### src/fsp_cfg.svh
`ifndef FSP_CFG_SVH
`define FSP_CFG_SVH

// Command codes
`define FSP_OP_READ_LOW      8'h05
`define FSP_OP_READ_MID      8'h35
`define FSP_OP_READ_HIGH     8'h15
`define FSP_OP_WRITE_LOW     8'h01
`define FSP_OP_WRITE_MID     8'h31
`define FSP_OP_WRITE_HIGH    8'h11
`define FSP_OP_WRITE_ENABLE  8'h06
`define FSP_OP_WRITE_DISABLE 8'h04
`define FSP_OP_PAGE_WRITE    8'h02
`define FSP_OP_SECTOR_CLEAR  8'h20
`define FSP_OP_BLOCK32_CLEAR 8'h52
`define FSP_OP_BLOCK64_CLEAR 8'hD8
`define FSP_OP_CHIP_CLEAR_A  8'hC7
`define FSP_OP_CHIP_CLEAR_B  8'h60
`define FSP_OP_PAUSE         8'h75
`define FSP_OP_RESUME        8'h7A
`define FSP_OP_RESET_ARM     8'h66
`define FSP_OP_RESET_GO      8'h99

// Status word field positions
`define FSP_BIT_BUSY      0
`define FSP_BIT_PERMIT    1
`define FSP_BIT_GUARD_LO  2
`define FSP_BIT_GUARD_HI  6
`define FSP_BIT_LOCK_LOW  7
`define FSP_BIT_LOCK_HIGH 8
`define FSP_BIT_QUAD      9
`define FSP_BIT_PGM_PAUSE 10
`define FSP_BIT_SEC_LO    11
`define FSP_BIT_SEC_HI    13
`define FSP_BIT_CMP       14
`define FSP_BIT_ERS_PAUSE 15
`define FSP_BIT_DUMMY     16

// Reset values
`define FSP_STATUS_RESET  24'h000000
`define FSP_PINS_RESET    4'h5

// Dummy clock counts
`define FSP_DUMMY_DUAL_SHORT 4'h4
`define FSP_DUMMY_DUAL_LONG  4'h8
`define FSP_DUMMY_QUAD_SHORT 4'h6
`define FSP_DUMMY_QUAD_LONG  4'hA

// Timing
`define FSP_CLK_MHZ      50
`define FSP_T_PAGE_US    500
`define FSP_T_SECT_US    55000
`define FSP_T_BLK32_US   150000
`define FSP_T_BLK64_US   250000
`define FSP_T_CHIP_US    3000000
`define FSP_T_STATUS_US  2000

`endif

### src/fsp_pkg.sv
package fsp_pkg;

  typedef enum logic [1:0] {FSP_IDLE, FSP_BUSY, FSP_PAUSED} fsp_exec_t;

  typedef enum logic [1:0] {
    FSP_KIND_NONE,
    FSP_KIND_STATUS,
    FSP_KIND_PROG,
    FSP_KIND_ERASE
  } fsp_op_t;

endpackage

### src/fsp_sync.sv
`timescale 1ns/1ps
module fsp_sync #(
  parameter int             W    = 1,
  parameter logic [W-1:0]   INIT = '0
) (
  // Clock and reset
  input  wire logic         clk,
  input  wire logic         rstN,
  // Data
  input  wire logic [W-1:0] d,
  output logic      [W-1:0] q
);
  logic [W-1:0] meta;

  always_ff @(posedge clk or negedge rstN) begin
    if (!rstN) begin
      meta <= INIT;
      q    <= INIT;
    end else begin
      meta <= d;
      q    <= meta;
    end
  end
endmodule // fsp_sync

### src/fsp_guard.sv
`timescale 1ns/1ps
module fsp_guard (
  // Guard setting
  input  wire logic [4:0]  guard,
  input  wire logic        cmp,
  // Target address
  input  wire logic [19:0] addr,
  // Result
  output logic             hit,
  output logic             chipOk
);
  logic [8:0] size;
  logic [8:0] sect;
  logic [8:0] fromTop;
  logic       raw;

  always_comb begin
    sect    = {1'b0, addr[19:12]};
    fromTop = 9'h0FF - sect;
    size    = 9'h000;
    raw     = 1'b0;
    if (guard[2:0] == 3'h0) begin
      raw = 1'b0;
    end else if (guard[2:1] == 2'h3 || (!guard[4] && guard[2:0] == 3'h5)) begin
      raw = 1'b1;
    end else begin
      if (!guard[4]) begin
        case (guard[2:0])
          3'h1:    size = 9'h010;
          3'h2:    size = 9'h020;
          3'h3:    size = 9'h040;
          default: size = 9'h080;
        endcase
      end else begin
        case (guard[2:0])
          3'h1:    size = 9'h001;
          3'h2:    size = 9'h002;
          3'h3:    size = 9'h004;
          default: size = 9'h008;
        endcase
      end
      raw = guard[3] ? (sect < size) : (fromTop < size);
    end
    hit    = raw ^ cmp;
    chipOk = (guard[2:0] == 3'h0 && !cmp) || (guard[2:0] == 3'h7 && cmp);
  end
endmodule // fsp_guard

### src/fsp_status.sv
`timescale 1ns/1ps
`include "fsp_cfg.svh"
module fsp_status #(
  parameter int unsigned PAGE_CYC   = `FSP_T_PAGE_US * `FSP_CLK_MHZ,
  parameter int unsigned SECT_CYC   = `FSP_T_SECT_US * `FSP_CLK_MHZ,
  parameter int unsigned BLK32_CYC  = `FSP_T_BLK32_US * `FSP_CLK_MHZ,
  parameter int unsigned BLK64_CYC  = `FSP_T_BLK64_US * `FSP_CLK_MHZ,
  parameter int unsigned CHIP_CYC   = `FSP_T_CHIP_US * `FSP_CLK_MHZ,
  parameter int unsigned STATUS_CYC = `FSP_T_STATUS_US * `FSP_CLK_MHZ
) (
  // System
  input  wire logic        clk_sys,
  input  wire logic        nrst,
  // Serial pins
  input  wire logic        sclk,
  input  wire logic        csN,
  input  wire logic        si,
  input  wire logic        wpN,
  output logic             soOut,
  output logic             soOeN,
  // Configuration seen by the rest of the device
  output logic             quadMode,
  output logic [3:0]       dummyDual,
  output logic [3:0]       dummyQuad,
  output logic [2:0]       secureLock,
  output logic             busy,
  // Array operation launch
  output logic             arrayGo,
  output logic [7:0]       arrayKind,
  output logic [19:0]      arrayAddr
);
  logic              rstN;
  logic [3:0]        pinS;
  logic              sclkS, csS, siS, wpS;

  fsp_sync #(.W(1), .INIT(1'b0)) u_rst (
    .clk  (clk_sys),
    .rstN (nrst),
    .d    (1'b1),
    .q    (rstN)
  );

  fsp_sync #(.W(4), .INIT(`FSP_PINS_RESET)) u_pins (
    .clk  (clk_sys),
    .rstN (rstN),
    .d    ({sclk, csN, si, wpN}),
    .q    (pinS)
  );

  assign {sclkS, csS, siS, wpS} = pinS;

  // Frame receiver and status shifter
  logic              sclkPrev, csPrev;
  logic [2:0]        bitCnt, byteCnt, outIdx;
  logic [7:0]        shiftIn, cmd, b1, b2;
  logic [23:0]       addr;
  logic              next_sclkPrev, next_csPrev, next_soOut, next_soOeN;
  logic [2:0]        next_bitCnt, next_byteCnt, next_outIdx;
  logic [7:0]        next_shiftIn, next_cmd, next_b1, next_b2;
  logic [23:0]       next_addr;
  logic [7:0]        newByte, rdByte;
  logic              sclkRise, sclkFall, csRise, rdActive;
  logic [23:0]       statusWord;

  // Status register state
  fsp_pkg::fsp_exec_t state, next_state;
  fsp_pkg::fsp_op_t   opKind, next_opKind;
  logic [31:0]       timer, next_timer;
  logic              write_permit_latch, lockLo, lockHi, qe, cmp, progPause, ersPause, dummySel;
  logic [4:0]        guard;
  logic              next_wel, next_lockLo, next_lockHi, next_qe, next_cmp;
  logic              next_progPause, next_ersPause, next_dummySel, next_busy;
  logic [4:0]        next_guard;
  logic [2:0]        next_secureLock;
  logic              resetArmed, next_resetArmed, next_arrayGo, next_quadMode;
  logic [7:0]        next_arrayKind;
  logic [19:0]       next_arrayAddr;
  logic [3:0]        next_dummyDual, next_dummyQuad;
  logic              frameEnd, hwLocked, statusOk, statusGo, startCmd;
  logic              guardHit, chipOk;
  logic [23:0]       wrWord;
  logic [2:0]        wrMask;

  fsp_guard u_guard (
    .guard  (guard),
    .cmp    (cmp),
    .addr   (addr[19:0]),
    .hit    (guardHit),
    .chipOk (chipOk)
  );

  always_comb begin
    statusWord                                      = `FSP_STATUS_RESET;
    statusWord[`FSP_BIT_BUSY]                       = busy;
    statusWord[`FSP_BIT_PERMIT]                     = write_permit_latch;
    statusWord[`FSP_BIT_GUARD_HI:`FSP_BIT_GUARD_LO] = guard;
    statusWord[`FSP_BIT_LOCK_LOW]                   = lockLo;
    statusWord[`FSP_BIT_LOCK_HIGH]                  = lockHi;
    statusWord[`FSP_BIT_QUAD]                       = qe;
    statusWord[`FSP_BIT_PGM_PAUSE]                  = progPause;
    statusWord[`FSP_BIT_SEC_HI:`FSP_BIT_SEC_LO]     = secureLock;
    statusWord[`FSP_BIT_CMP]                        = cmp;
    statusWord[`FSP_BIT_ERS_PAUSE]                  = ersPause;
    statusWord[`FSP_BIT_DUMMY]                      = dummySel;
  end

  assign sclkRise = sclkS && !sclkPrev && !csS;
  assign sclkFall = !sclkS && sclkPrev && !csS;
  assign csRise   = csS && !csPrev;

  always_comb begin
    case (cmd)
      `FSP_OP_READ_LOW:  rdByte = statusWord[7:0];
      `FSP_OP_READ_MID:  rdByte = statusWord[15:8];
      `FSP_OP_READ_HIGH: rdByte = statusWord[23:16];
      default:           rdByte = 8'h00;
    endcase
    rdActive = (byteCnt != 3'h0) && (cmd == `FSP_OP_READ_LOW || cmd == `FSP_OP_READ_MID ||
                                     cmd == `FSP_OP_READ_HIGH);
  end

  always_comb begin
    newByte       = {shiftIn[6:0], siS};
    next_sclkPrev = sclkS;
    next_csPrev   = csS;
    next_bitCnt   = bitCnt;
    next_byteCnt  = byteCnt;
    next_shiftIn  = shiftIn;
    next_cmd      = cmd;
    next_addr     = addr;
    next_b1       = b1;
    next_b2       = b2;
    next_outIdx   = outIdx;
    next_soOut    = soOut;
    next_soOeN    = soOeN;
    if (csS) begin
      next_bitCnt  = 3'h0;
      next_byteCnt = 3'h0;
      next_outIdx  = 3'h0;
      next_cmd     = 8'h00;
      next_soOeN   = 1'b1;
    end else begin
      if (sclkRise) begin
        next_shiftIn = newByte;
        next_bitCnt  = bitCnt + 3'h1;
        if (bitCnt == 3'h7) begin
          case (byteCnt)
            3'h0:    next_cmd = newByte;
            3'h1:    next_b1 = newByte;
            3'h2:    next_b2 = newByte;
            default: ;
          endcase
          if (byteCnt >= 3'h1 && byteCnt <= 3'h3) begin
            next_addr = {addr[15:0], newByte};
          end
          if (byteCnt != 3'h7) begin
            next_byteCnt = byteCnt + 3'h1;
          end
        end
      end
      if (sclkFall && rdActive) begin
        next_soOut  = rdByte[3'h7 - outIdx];
        next_outIdx = outIdx + 3'h1;
        next_soOeN  = 1'b0;
      end
    end
  end

  always_ff @(posedge clk_sys or negedge rstN) begin
    if (!rstN) begin
      sclkPrev <= 1'b0;
      csPrev   <= 1'b1;
      bitCnt   <= 3'h0;
      byteCnt  <= 3'h0;
      shiftIn  <= 8'h00;
      cmd      <= 8'h00;
      addr     <= 24'h000000;
      b1       <= 8'h00;
      b2       <= 8'h00;
      outIdx   <= 3'h0;
      soOut    <= 1'b0;
      soOeN    <= 1'b1;
    end else begin
      sclkPrev <= next_sclkPrev;
      csPrev   <= next_csPrev;
      bitCnt   <= next_bitCnt;
      byteCnt  <= next_byteCnt;
      shiftIn  <= next_shiftIn;
      cmd      <= next_cmd;
      addr     <= next_addr;
      b1       <= next_b1;
      b2       <= next_b2;
      outIdx   <= next_outIdx;
      soOut    <= next_soOut;
      soOeN    <= next_soOeN;
    end
  end

  // Commands other than status reads act only when chip select rises on a byte boundary
  assign frameEnd = csRise && (bitCnt == 3'h0) && (byteCnt != 3'h0);
  assign hwLocked = ({lockHi, lockLo} == 2'b01) && !qe && !wpS;
  assign statusOk = write_permit_latch && (state == fsp_pkg::FSP_IDLE) && !lockHi && !hwLocked;

  always_comb begin
    case (cmd)
      `FSP_OP_WRITE_LOW: begin
        wrWord = {8'h00, b2, b1};
        wrMask = {1'b0, byteCnt >= 3'h3, 1'b1};
      end
      `FSP_OP_WRITE_MID: begin
        wrWord = {8'h00, b1, 8'h00};
        wrMask = 3'b010;
      end
      default: begin
        wrWord = {b1, 16'h0000};
        wrMask = 3'b100;
      end
    endcase
  end

  always_comb begin
    next_state      = state;
    next_opKind     = opKind;
    next_timer      = timer;
    next_busy       = busy;
    next_wel        = write_permit_latch;
    next_lockLo     = lockLo;
    next_lockHi     = lockHi;
    next_guard      = guard;
    next_qe         = qe;
    next_cmp        = cmp;
    next_secureLock = secureLock;
    next_progPause  = progPause;
    next_ersPause   = ersPause;
    next_dummySel   = dummySel;
    next_resetArmed = resetArmed;
    next_arrayGo    = 1'b0;
    next_arrayKind  = arrayKind;
    next_arrayAddr  = arrayAddr;
    statusGo        = 1'b0;
    startCmd        = 1'b0;
    case (state)
      fsp_pkg::FSP_BUSY: begin
        if (timer <= 32'd1) begin
          next_state  = fsp_pkg::FSP_IDLE;
          next_opKind = fsp_pkg::FSP_KIND_NONE;
          next_timer  = 32'd0;
          next_busy   = 1'b0;
        end else begin
          next_timer = timer - 32'd1;
        end
      end
      default: ;
    endcase
    if (frameEnd) begin
      next_resetArmed = (cmd == `FSP_OP_RESET_ARM) && (byteCnt == 3'h1);
      case (cmd)
        `FSP_OP_RESET_GO: begin
          if (resetArmed) begin
            next_wel       = 1'b0;
            next_ersPause  = 1'b0;
            next_progPause = 1'b0;
            next_state     = fsp_pkg::FSP_IDLE;
            next_opKind    = fsp_pkg::FSP_KIND_NONE;
            next_timer     = 32'd0;
            next_busy      = 1'b0;
          end
        end
        `FSP_OP_WRITE_ENABLE: begin
          if (!busy) next_wel = 1'b1;
        end
        `FSP_OP_WRITE_DISABLE: begin
          if (!busy) next_wel = 1'b0;
        end
        `FSP_OP_PAUSE: begin
          if (state == fsp_pkg::FSP_BUSY && opKind != fsp_pkg::FSP_KIND_STATUS) begin
            if (opKind == fsp_pkg::FSP_KIND_ERASE) next_ersPause = 1'b1;
            else next_progPause = 1'b1;
            next_state = fsp_pkg::FSP_PAUSED;
            next_busy  = 1'b0;
          end
        end
        `FSP_OP_RESUME: begin
          next_ersPause  = 1'b0;
          next_progPause = 1'b0;
          if (state == fsp_pkg::FSP_PAUSED) begin
            next_state = fsp_pkg::FSP_BUSY;
            next_busy  = 1'b1;
          end
        end
        `FSP_OP_WRITE_LOW, `FSP_OP_WRITE_MID, `FSP_OP_WRITE_HIGH: begin
          if (state == fsp_pkg::FSP_IDLE && byteCnt >= 3'h2) begin
            next_wel = 1'b0;
            if (statusOk) begin
              statusGo = 1'b1;
              startCmd = 1'b1;
              if (wrMask[0]) begin
                next_lockLo = wrWord[`FSP_BIT_LOCK_LOW];
                next_guard  = wrWord[`FSP_BIT_GUARD_HI:`FSP_BIT_GUARD_LO];
              end
              if (wrMask[1]) begin
                next_lockHi     = wrWord[`FSP_BIT_LOCK_HIGH];
                next_qe         = wrWord[`FSP_BIT_QUAD];
                next_cmp        = wrWord[`FSP_BIT_CMP];
                next_secureLock = secureLock | wrWord[`FSP_BIT_SEC_HI:`FSP_BIT_SEC_LO];
              end
              if (wrMask[2]) next_dummySel = wrWord[`FSP_BIT_DUMMY];
              next_state  = fsp_pkg::FSP_BUSY;
              next_opKind = fsp_pkg::FSP_KIND_STATUS;
              next_timer  = STATUS_CYC;
              next_busy   = 1'b1;
            end
          end
        end
        `FSP_OP_PAGE_WRITE, `FSP_OP_SECTOR_CLEAR, `FSP_OP_BLOCK32_CLEAR,
        `FSP_OP_BLOCK64_CLEAR, `FSP_OP_CHIP_CLEAR_A, `FSP_OP_CHIP_CLEAR_B: begin
          if (state == fsp_pkg::FSP_IDLE && write_permit_latch &&
              ((cmd == `FSP_OP_PAGE_WRITE && byteCnt >= 3'h5) ||
               ((cmd == `FSP_OP_CHIP_CLEAR_A || cmd == `FSP_OP_CHIP_CLEAR_B) &&
                byteCnt == 3'h1) ||
               (cmd != `FSP_OP_PAGE_WRITE && cmd != `FSP_OP_CHIP_CLEAR_A &&
                cmd != `FSP_OP_CHIP_CLEAR_B && byteCnt == 3'h4))) begin
            next_wel = 1'b0;
            if ((byteCnt == 3'h1) ? chipOk : !guardHit) begin
              startCmd       = 1'b1;
              next_arrayGo   = 1'b1;
              next_arrayKind = cmd;
              next_arrayAddr = addr[19:0];
              next_state     = fsp_pkg::FSP_BUSY;
              next_busy      = 1'b1;
              case (cmd)
                `FSP_OP_PAGE_WRITE: begin
                  next_opKind = fsp_pkg::FSP_KIND_PROG;
                  next_timer  = PAGE_CYC;
                end
                `FSP_OP_SECTOR_CLEAR: begin
                  next_opKind = fsp_pkg::FSP_KIND_ERASE;
                  next_timer  = SECT_CYC;
                end
                `FSP_OP_BLOCK32_CLEAR: begin
                  next_opKind = fsp_pkg::FSP_KIND_ERASE;
                  next_timer  = BLK32_CYC;
                end
                `FSP_OP_BLOCK64_CLEAR: begin
                  next_opKind = fsp_pkg::FSP_KIND_ERASE;
                  next_timer  = BLK64_CYC;
                end
                default: begin
                  next_opKind = fsp_pkg::FSP_KIND_ERASE;
                  next_timer  = CHIP_CYC;
                end
              endcase
            end
          end
        end
        default: ;
      endcase
    end
    next_quadMode  = next_qe;
    next_dummyDual = next_dummySel ? `FSP_DUMMY_DUAL_LONG : `FSP_DUMMY_DUAL_SHORT;
    next_dummyQuad = next_dummySel ? `FSP_DUMMY_QUAD_LONG : `FSP_DUMMY_QUAD_SHORT;
  end

  // Registered copies of the configuration bits

  always_ff @(posedge clk_sys or negedge rstN) begin
    if (!rstN) begin
      // Power cycle: delivered state, lock bits back to 00
      state      <= fsp_pkg::FSP_IDLE;
      opKind     <= fsp_pkg::FSP_KIND_NONE;
      timer      <= 32'd0;
      busy       <= 1'b0;
      write_permit_latch        <= 1'b0;
      lockLo     <= 1'b0;
      lockHi     <= 1'b0;
      guard      <= 5'h00;
      qe         <= 1'b0;
      cmp        <= 1'b0;
      secureLock <= 3'h0;
      progPause  <= 1'b0;
      ersPause   <= 1'b0;
      dummySel   <= 1'b0;
      resetArmed <= 1'b0;
      arrayGo    <= 1'b0;
      arrayKind  <= 8'h00;
      arrayAddr  <= 20'h00000;
      quadMode   <= 1'b0;
      dummyDual  <= `FSP_DUMMY_DUAL_SHORT;
      dummyQuad  <= `FSP_DUMMY_QUAD_SHORT;
    end else begin
      state      <= next_state;
      opKind     <= next_opKind;
      timer      <= next_timer;
      busy       <= next_busy;
      write_permit_latch        <= next_wel;
      lockLo     <= next_lockLo;
      lockHi     <= next_lockHi;
      guard      <= next_guard;
      qe         <= next_qe;
      cmp        <= next_cmp;
      secureLock <= next_secureLock;
      progPause  <= next_progPause;
      ersPause   <= next_ersPause;
      dummySel   <= next_dummySel;
      resetArmed <= next_resetArmed;
      arrayGo    <= next_arrayGo;
      arrayKind  <= next_arrayKind;
      arrayAddr  <= next_arrayAddr;
      quadMode   <= next_quadMode;
      dummyDual  <= next_dummyDual;
      dummyQuad  <= next_dummyQuad;
    end
  end
endmodule // fsp_status

### config.mk
export PLATFORM = sky130hd
export DESIGN_NAME = fsp_status
export DESIGN_NICKNAME = d
export VERILOG_FILES = /design/src/fsp_pkg.sv /design/src/fsp_sync.sv /design/src/fsp_guard.sv /design/src/fsp_status.sv
export VERILOG_INCLUDE_DIRS = /design/src
export SDC_FILE = /design/constraint.sdc
export NUM_CORES = 1
export LEC_CHECK = 0
export BUFFER_PORTS_ARGS = -buffer_cell sky130_fd_sc_hd__clkbuf_2
export CORE_UTILIZATION = 61
export CTS_CLUSTER_DIAMETER = 150
export DETAILED_ROUTE_END_ITERATION = 7
export PLACE_DENSITY = 0.83
export SKIP_CTS_REPAIR_TIMING = 1
export SYNTH_ARGS = -nofsm -noshare
export SYNTH_HDL_FRONTEND = slang
export SYNTH_SLANG_ARGS = --single-unit
### constraint.sdc
create_clock -name clk_sys -period 5.7 [get_ports clk_sys]
set_input_delay 1.14 -clock clk_sys [delete_from_list [all_inputs] [get_ports clk_sys]]
set_output_delay 1.14 -clock clk_sys [all_outputs]
set_load 0.05 [all_outputs]
## After elaboration in Yosys (flattened, before gate mapping)

Cells that the tools add are included.

- Memory bits (writable): 0
- Latch bits: 0
- Output and inout port bits: 44
- Memories kept: 0
- Logic and storage cells: 264
- Bits of input ports: 6
- Bits in read-only memories: 0
- Register bits: 165

- Bitwise logic cells: 3
- Reduce and logical (&&, ||, !) cells: 72
- Equal/unequal tests: 45
- $mul: 0
- Order comparisons: 9
- Divide/modulo/power cells: 0
- Add/subtract/negate cells: 6
- Shifts and indexed selects: 0
- Mux-type cells: 93

Operators by type and width:

| operator | number |
|---|---|
| $mux W32 | 8 |
| $pmux W28 S4 | 1 |
| $pmux W32 S3 | 1 |
| $pmux W8 S3 | 2 |
| $eq A8 B7 Y1 const B | 5 |
| $mux W1 | 36 |
| $mux W2 | 18 |
| $pmux W17 S2 | 1 |
| $le A32 B1 Y1 const B | 1 |
| $mux W8 | 4 |
| $sub A32 B1 Y32 const B | 1 |
| $logic_and A1 B1 Y1 | 27 |
| $mux W9 | 3 |
| $eq A8 B3 Y1 const B | 3 |
| $eq A8 B6 Y1 const B | 3 |
| $eq A8 B8 Y1 const B | 3 |
| $mux W3 | 8 |
| $reduce_and A5 Y1 | 4 |
| $eq A8 B5 Y1 const B | 2 |
| $ne A2 B2 Y1 const B | 8 |
| $reduce_and A4 Y1 | 4 |
| $eq A3 B3 Y1 const B | 4 |
| $pmux W4 S3 | 1 |
| $logic_not A1 Y1 | 11 |
| other kinds (42) | 69 |

## Longest topological paths before layout

- Depth after elaboration: 16
- Mapped depth: 14
- Mapped depth without buffers: 12

## Hierarchy

From an unflattened synthesis, not the netlist that was laid out.

- Cells, all modules: 772
- Area total of the unflattened synthesis: 8339.2 µm²

By module, submodules not included:

| module | area an instance (µm²) | seq. area each (µm²) | cells each | instances |
|---|---|---|---|---|
| fsp_status | 7538.5 | 3657.3 | 691 | 1 |
| fsp_guard | 545.5 | 0.0 | 71 | 1 |
| fsp_sync at u_pins | 205.2 | 205.2 | 8 | 1 |
| fsp_sync at u_rst | 50.0 | 50.0 | 2 | 1 |

## Least setup slack after synthesis

No wires, ideal clock.

- Path kind: register to register
- Start point: reg guard[2]
- End point: reg timer[13]
- Period minus slack after synthesis: 3256 ps
- Path buffers: 2
- Slack: 2444 ps
- Data required time: 5599 ps
- Data arrival time: 3155 ps
- Library setup time: 101 ps
- Cell stages (with the launch flop): 14
- Cells stage by stage: dfrtp_1 -> clkbuf_1 -> nand2b_1 -> or3_1 -> ha_1 -> nand3b_1 -> a311oi_1 -> o21ai_1 -> a221oi_2 -> mux2_2 -> o21ai_4 -> a21oi_2 -> buf_4 -> o32ai_1

- Longest elaborated chain between the ends: 16
- Elaborated cells between the ends (all ways): 29
- Classes of those cells: 2 x order compare; 6 x eq/ne; 13 x mux; 1 x bitwise; 7 x reduce/logical

RTL lines:

| element | RTL line | source |
|---|---|---|
| start, declared | fsp_status.sv:70 | `logic [4:0] guard;` |
| start signal, assigned | fsp_status.sv:398 | `guard <= next_guard;` |
| $eq A3 B2 Y1 or $eq A3 B1 Y1 (tied branches) | fsp_guard.sv:28, fsp_guard.sv:35 |  |
| $pmux W4 S3 or $pmux W8 S3 (tied branches) | fsp_guard.sv:35, fsp_guard.sv:28 |  |
| $mux W9 | fsp_guard.sv:27 | `if (!guard[4]) begin` |
| $mux W9 | fsp_guard.sv:24 | `end else if (guard[2:1] == 2'h3 \|\| (!guard[4] && guard[2:0] == 3'h5)) begin` |
| $mux W9 | fsp_guard.sv:22 | `if (guard[2:0] == 3'h0) begin` |
| $lt A9 B9 Y1 or $lt A8 B9 Y1 (tied branches) | fsp_guard.sv:42 | `raw = guard[3] ? (sect < size) : (fromTop < size);` |
| $mux W1 | fsp_guard.sv:42 |  |
| $mux W1 | fsp_guard.sv:24 |  |
| $mux W1 | fsp_guard.sv:22 |  |
| $xor A1 B1 Y1 | fsp_guard.sv:44 | `hit = raw ^ cmp;` |
| $logic_not A1 Y1 | fsp_status.sv:324 | `if ((byteCnt == 3'h1) ? chipOk : !guardHit) begin` |
| $mux W1 * | fsp_status.sv:324 |  |
| $mux W32 * | fsp_status.sv:324 |  |
| $mux W32 * | fsp_status.sv:317 | `if (state == fsp_pkg::FSP_IDLE && write_permit_latch &&` |
| $pmux W32 S3 * | fsp_status.sv:257 | `case (cmd)` |
| $mux W32 * | fsp_status.sv:255 | `if (frameEnd) begin` |
| via next_timer[13] | fsp_status.sv:68 | `logic [31:0] timer, next_timer;` |
| end signal, assigned | fsp_status.sv:393 | `timer <= next_timer;` |
| end, declared | fsp_status.sv:68 |  |

Mark *: on every way through the listed nets, which the timed path passes. The rest lies on a longest branch. The select of a mux whose other input is x is not followed.
A chain may end at the register's enable or synchronous reset.

## Worst setup path in the final report

- Start point: reg guard[2]
- End point: reg timer[27]

The elaborated chain is that of the path after synthesis.

==> run summary <==
The flip-flop and latch count after synthesis is 156, and the synthesized cell area is 8260 µm². The critical path starts at guard[2]$_DFFE_PN0P_. The area growth from synthesis to layout is 10.1%. The endpoint identified for the worst register-to-register timing path is timer[27]$_DFF_PN0_. The run gives 0 as the number of antenna diodes. Clock tree synthesis inserted a total of 17 buffers.

After layout, the worst setup slack is 1910 ps. The count of filler cells inserted in the layout was 1001; the final layout net count was 849. The max-cap violation count is 0, and the global route total overflow is 0.

Detailed routing inserted a total of 6213 vias. The average instance in the mapped netlist occupies 10.5 µm². The share of cell area taken by muxes after synthesis works out to 0.118. For the minimum setup slack among reg-to-reg paths, the log shows 1910 ps. For the starting density of the core, the log shows 0.624. The complex-gate fraction of the synthesized area is 0.113. The first global-routing pass estimated 32200 µm of wire. In the final timing run, aggregate negative setup slack is 0 ps. Power spread over the standard cell area amounts to 256 nW/µm².

Measured along the y axis, the die boundary spans 118 µm. For this block, the routed nets add up to 19600 µm of wire. In the layout the commonest cells are dfrtp_1, nor2_1, nand2_1. The highest ir drop seen on vdd was 0.000265 V; the number of antenna violations at the first check in global routing was 0.

The adder-cell share of the synthesized area is 0.0424, and the synthesized-area fraction occupied by xor and xnor cells is 0.0350. After detailed routing, the average wire length per cell comes to 19.5 µm. Port buffering added 45 buffers. The overall die area is 14000 µm². The per-cell via count in the routed design works out to 6.19. Clock tree synthesis found a total of 156 sinks.

In this run the remaining antenna-violating nets after routing total 0. The proportion of synthesized flip-flops having asynchronous set or reset was 1.00. TritonCTS built the clock tree.

At the later pin of the worst-skew pair, clock insertion delay measures 430 ps. The clock passes through at most 2 buffers. The HPWL after detailed placement is 14100 µm. Relative slew slack: 0.198.

The floorplan step set the die width to 118 µm. The commonest register cell after synthesis is dfrtp_1. The analysis attributes to cell leakage a power of 4.32 nW. The H-tree was split into 4 levels. Cell chosen for the clock root: clkbuf_16. The logs give 13200 µm² for the total core area and 8530 µm² for the instance area after placement. The post-route clock period utilization was 0.665; the row count was 42.

The tools report the count of routing violations after the opening detailed-route iteration as 571. The path class of the tightest hold or removal check is flip-flop to asynchronous set/reset pin. The run finished with clean final reports. For the number of I/O pins, the log shows 50. In this run, synthesis inferred 0 flip-flops with an integrated enable. The logs give 0 for the number of endpoints with negative hold slack in the final report and 4110 ps for the data arrival time of the worst path. Setup repair after global routing left no endpoint under its margin. The Yosys step of the flow raised 0 warnings. The aggregate global-route resource usage came out at 0.297. After routing the design area is 9100 µm². The simple-gate share of the synthesized area was 0.178.

Before CTS, the worst setup slack after placement is 1960 ps. Measured in cells, the most critical reg-to-reg path has a length of 11. The logs give 8.94 ps for the worst setup skew after layout and 63 for the largest net degree at the start of global routing.

STA puts the critical path data required time at 6020 ps. The count of final max-slew check failures was 0; the slew at the pin closest to its max-slew limit was 1200 ps. In the routed design, unresolved DRC markers number 0. The tools report the number of cells produced by synthesis as 785. After clock tree synthesis, the clock-pin slew on the worst setup and hold paths is 60 ps. The peak fanout along the critical path was 22; the time the final worst path needs with I/O delays and setup was 3790 ps. The run gives 0 as the total setup violations reported at the end of the flow. For the detailed-router iteration count before antenna repair, the log shows 6. The tools report the placer congestion estimate as 0.976.

The critical path ends at timer[27]$_DFF_PN0_. The kind of launch point of the worst setup path is a flip-flop. Timing would allow up to 264 MHz.

The critical path class is flip-flop to flip-flop. The run gives 6086 as the via count of the first global-routing pass. The launching point of the worst reg2reg path is guard[2]$_DFFE_PN0P_. The portion of the post-synthesis area used by sequential elements came out at 0.474. In this run, distinct cell masters in the synthesized netlist total 78. The library cell used most frequently in the layout, excluding fill and tap cells, is dfrtp_1. After synthesis, the largest family of logic cells by area is simple AND/OR/NAND/NOR gates. The ratio of cells with drive above 1 in the final layout came out at 0.210.

The worst setup path is captured at a flip-flop.
Yosys cell counts, types with 16 or more instances:
library cell	instances	share of area
dfrtp_1	149	0.45
nor2_1	75	0.034
nand2_1	59	0.027
mux2_2	53	0.072
o21ai_0	38	0.023
ha_1	28	0.042
nor3_1	27	0.016
inv_1	26	0.012
a21oi_1	23	0.014
xnor2_1	17	0.018
clkbuf_1	16	0.0073
nand3_1	16	0.0097
xor2_1	16	0.017
worst min path at each step:
stage | slack [ps] | cells after the start | to
6_report | 260 | 0 | u_pins.q[3]$_DFF_PN0_
5_1_grt | 310 | 0 | u_pins.meta[3]$_DFF_PN0_
4_1_cts | 280 | 0 | u_pins.q[3]$_DFF_PN0_
3_5_place_dp | 270 | 0 | u_pins.q[3]$_DFF_PN0_
3_3_place_gp | 270 | 0 | u_pins.q[3]$_DFF_PN0_
2_1_floorplan | 330 | 0 | u_pins.q[1]$_DFF_PN0_
area by class of cell:
type	count	area [µm²]	area share
clock buffers	18	439	0.0483
clock inverters	13	131	0.0144
inverters	26	97.6	0.0107
multi-input cells	566	4050	0.445
flip-flops and latches	156	3920	0.430
well taps	176	220	0.0242
repair buffers	48	248	0.0272
state kept, by name, summed over array words and instances, names as in the netlist, 3 cells and up:
register	flops
addr	20
arrayAddr	20
arrayKind	8
b1	8
b2	6
bitCnt	3
byteCnt	3
cmd	8
guard	5
outIdx	3
secureLock	3
shiftIn	7
timer	32
u_pins.meta	4
u_pins.q	4
metal layers:
layer	track usage	vias up	wire (µm)
met4	0.123	0	532
met5	0	-	0
met3	0.0589	39	1050
met1	0.404	3092	8600
li1	-	2862	-
met2	0.468	220	9370
cell families after synthesis:
group,Yosys count
AOI/OAI and AO/OA,138
xor gates and xnor gates,33
adders and majority gates,28
buffers and inverters,66
DFF,156
muxes,83
other,2
and+or+nand+nor,279
critical path, cell delays in order, from the launching register on:
cell and delay, ps:
dfrtp_1 490, nand2b_1 200, or3_1 380, ha_1 300, nand3b_1 100, a311oi_1 220, o21ai_1 120, a221oi_2 350
mux2_2 410, o21ai_4 380, a21oi_2 330, o32ai_1 370
per-stage QoR:
| stage | hold WS (ps) | cells | utilization | power, mW |
|---|---|---|---|---|
| 5_1_grt | 314 | 1003 | 0.687 | 2.40 |
| 3_5_place_dp | 274 | 972 | 0.644 | 1.25 |
| 2_1_floorplan | 331 | 788 | - | 1.22 |
| 3_3_place_gp | 267 | 972 | 0.644 | 1.24 |
| 4_1_cts | 278 | 1003 | 0.687 | 2.34 |
| 6_report | 261 | 1003 | 0.687 | 2.33 |
power by group:
part | total [mW] | switching, mW | leakage [nW] | internal (mW)
sequential | 1.18 | 0.0425 | 2.13 | 1.13
combinational | 0.0526 | 0.0310 | 1.91 | 0.0216
clock | 1.10 | 0.480 | 0.281 | 0.621
total | 2.33 | 0.553 | 4.32 | 1.78
(Power assumes the default switching activity.)
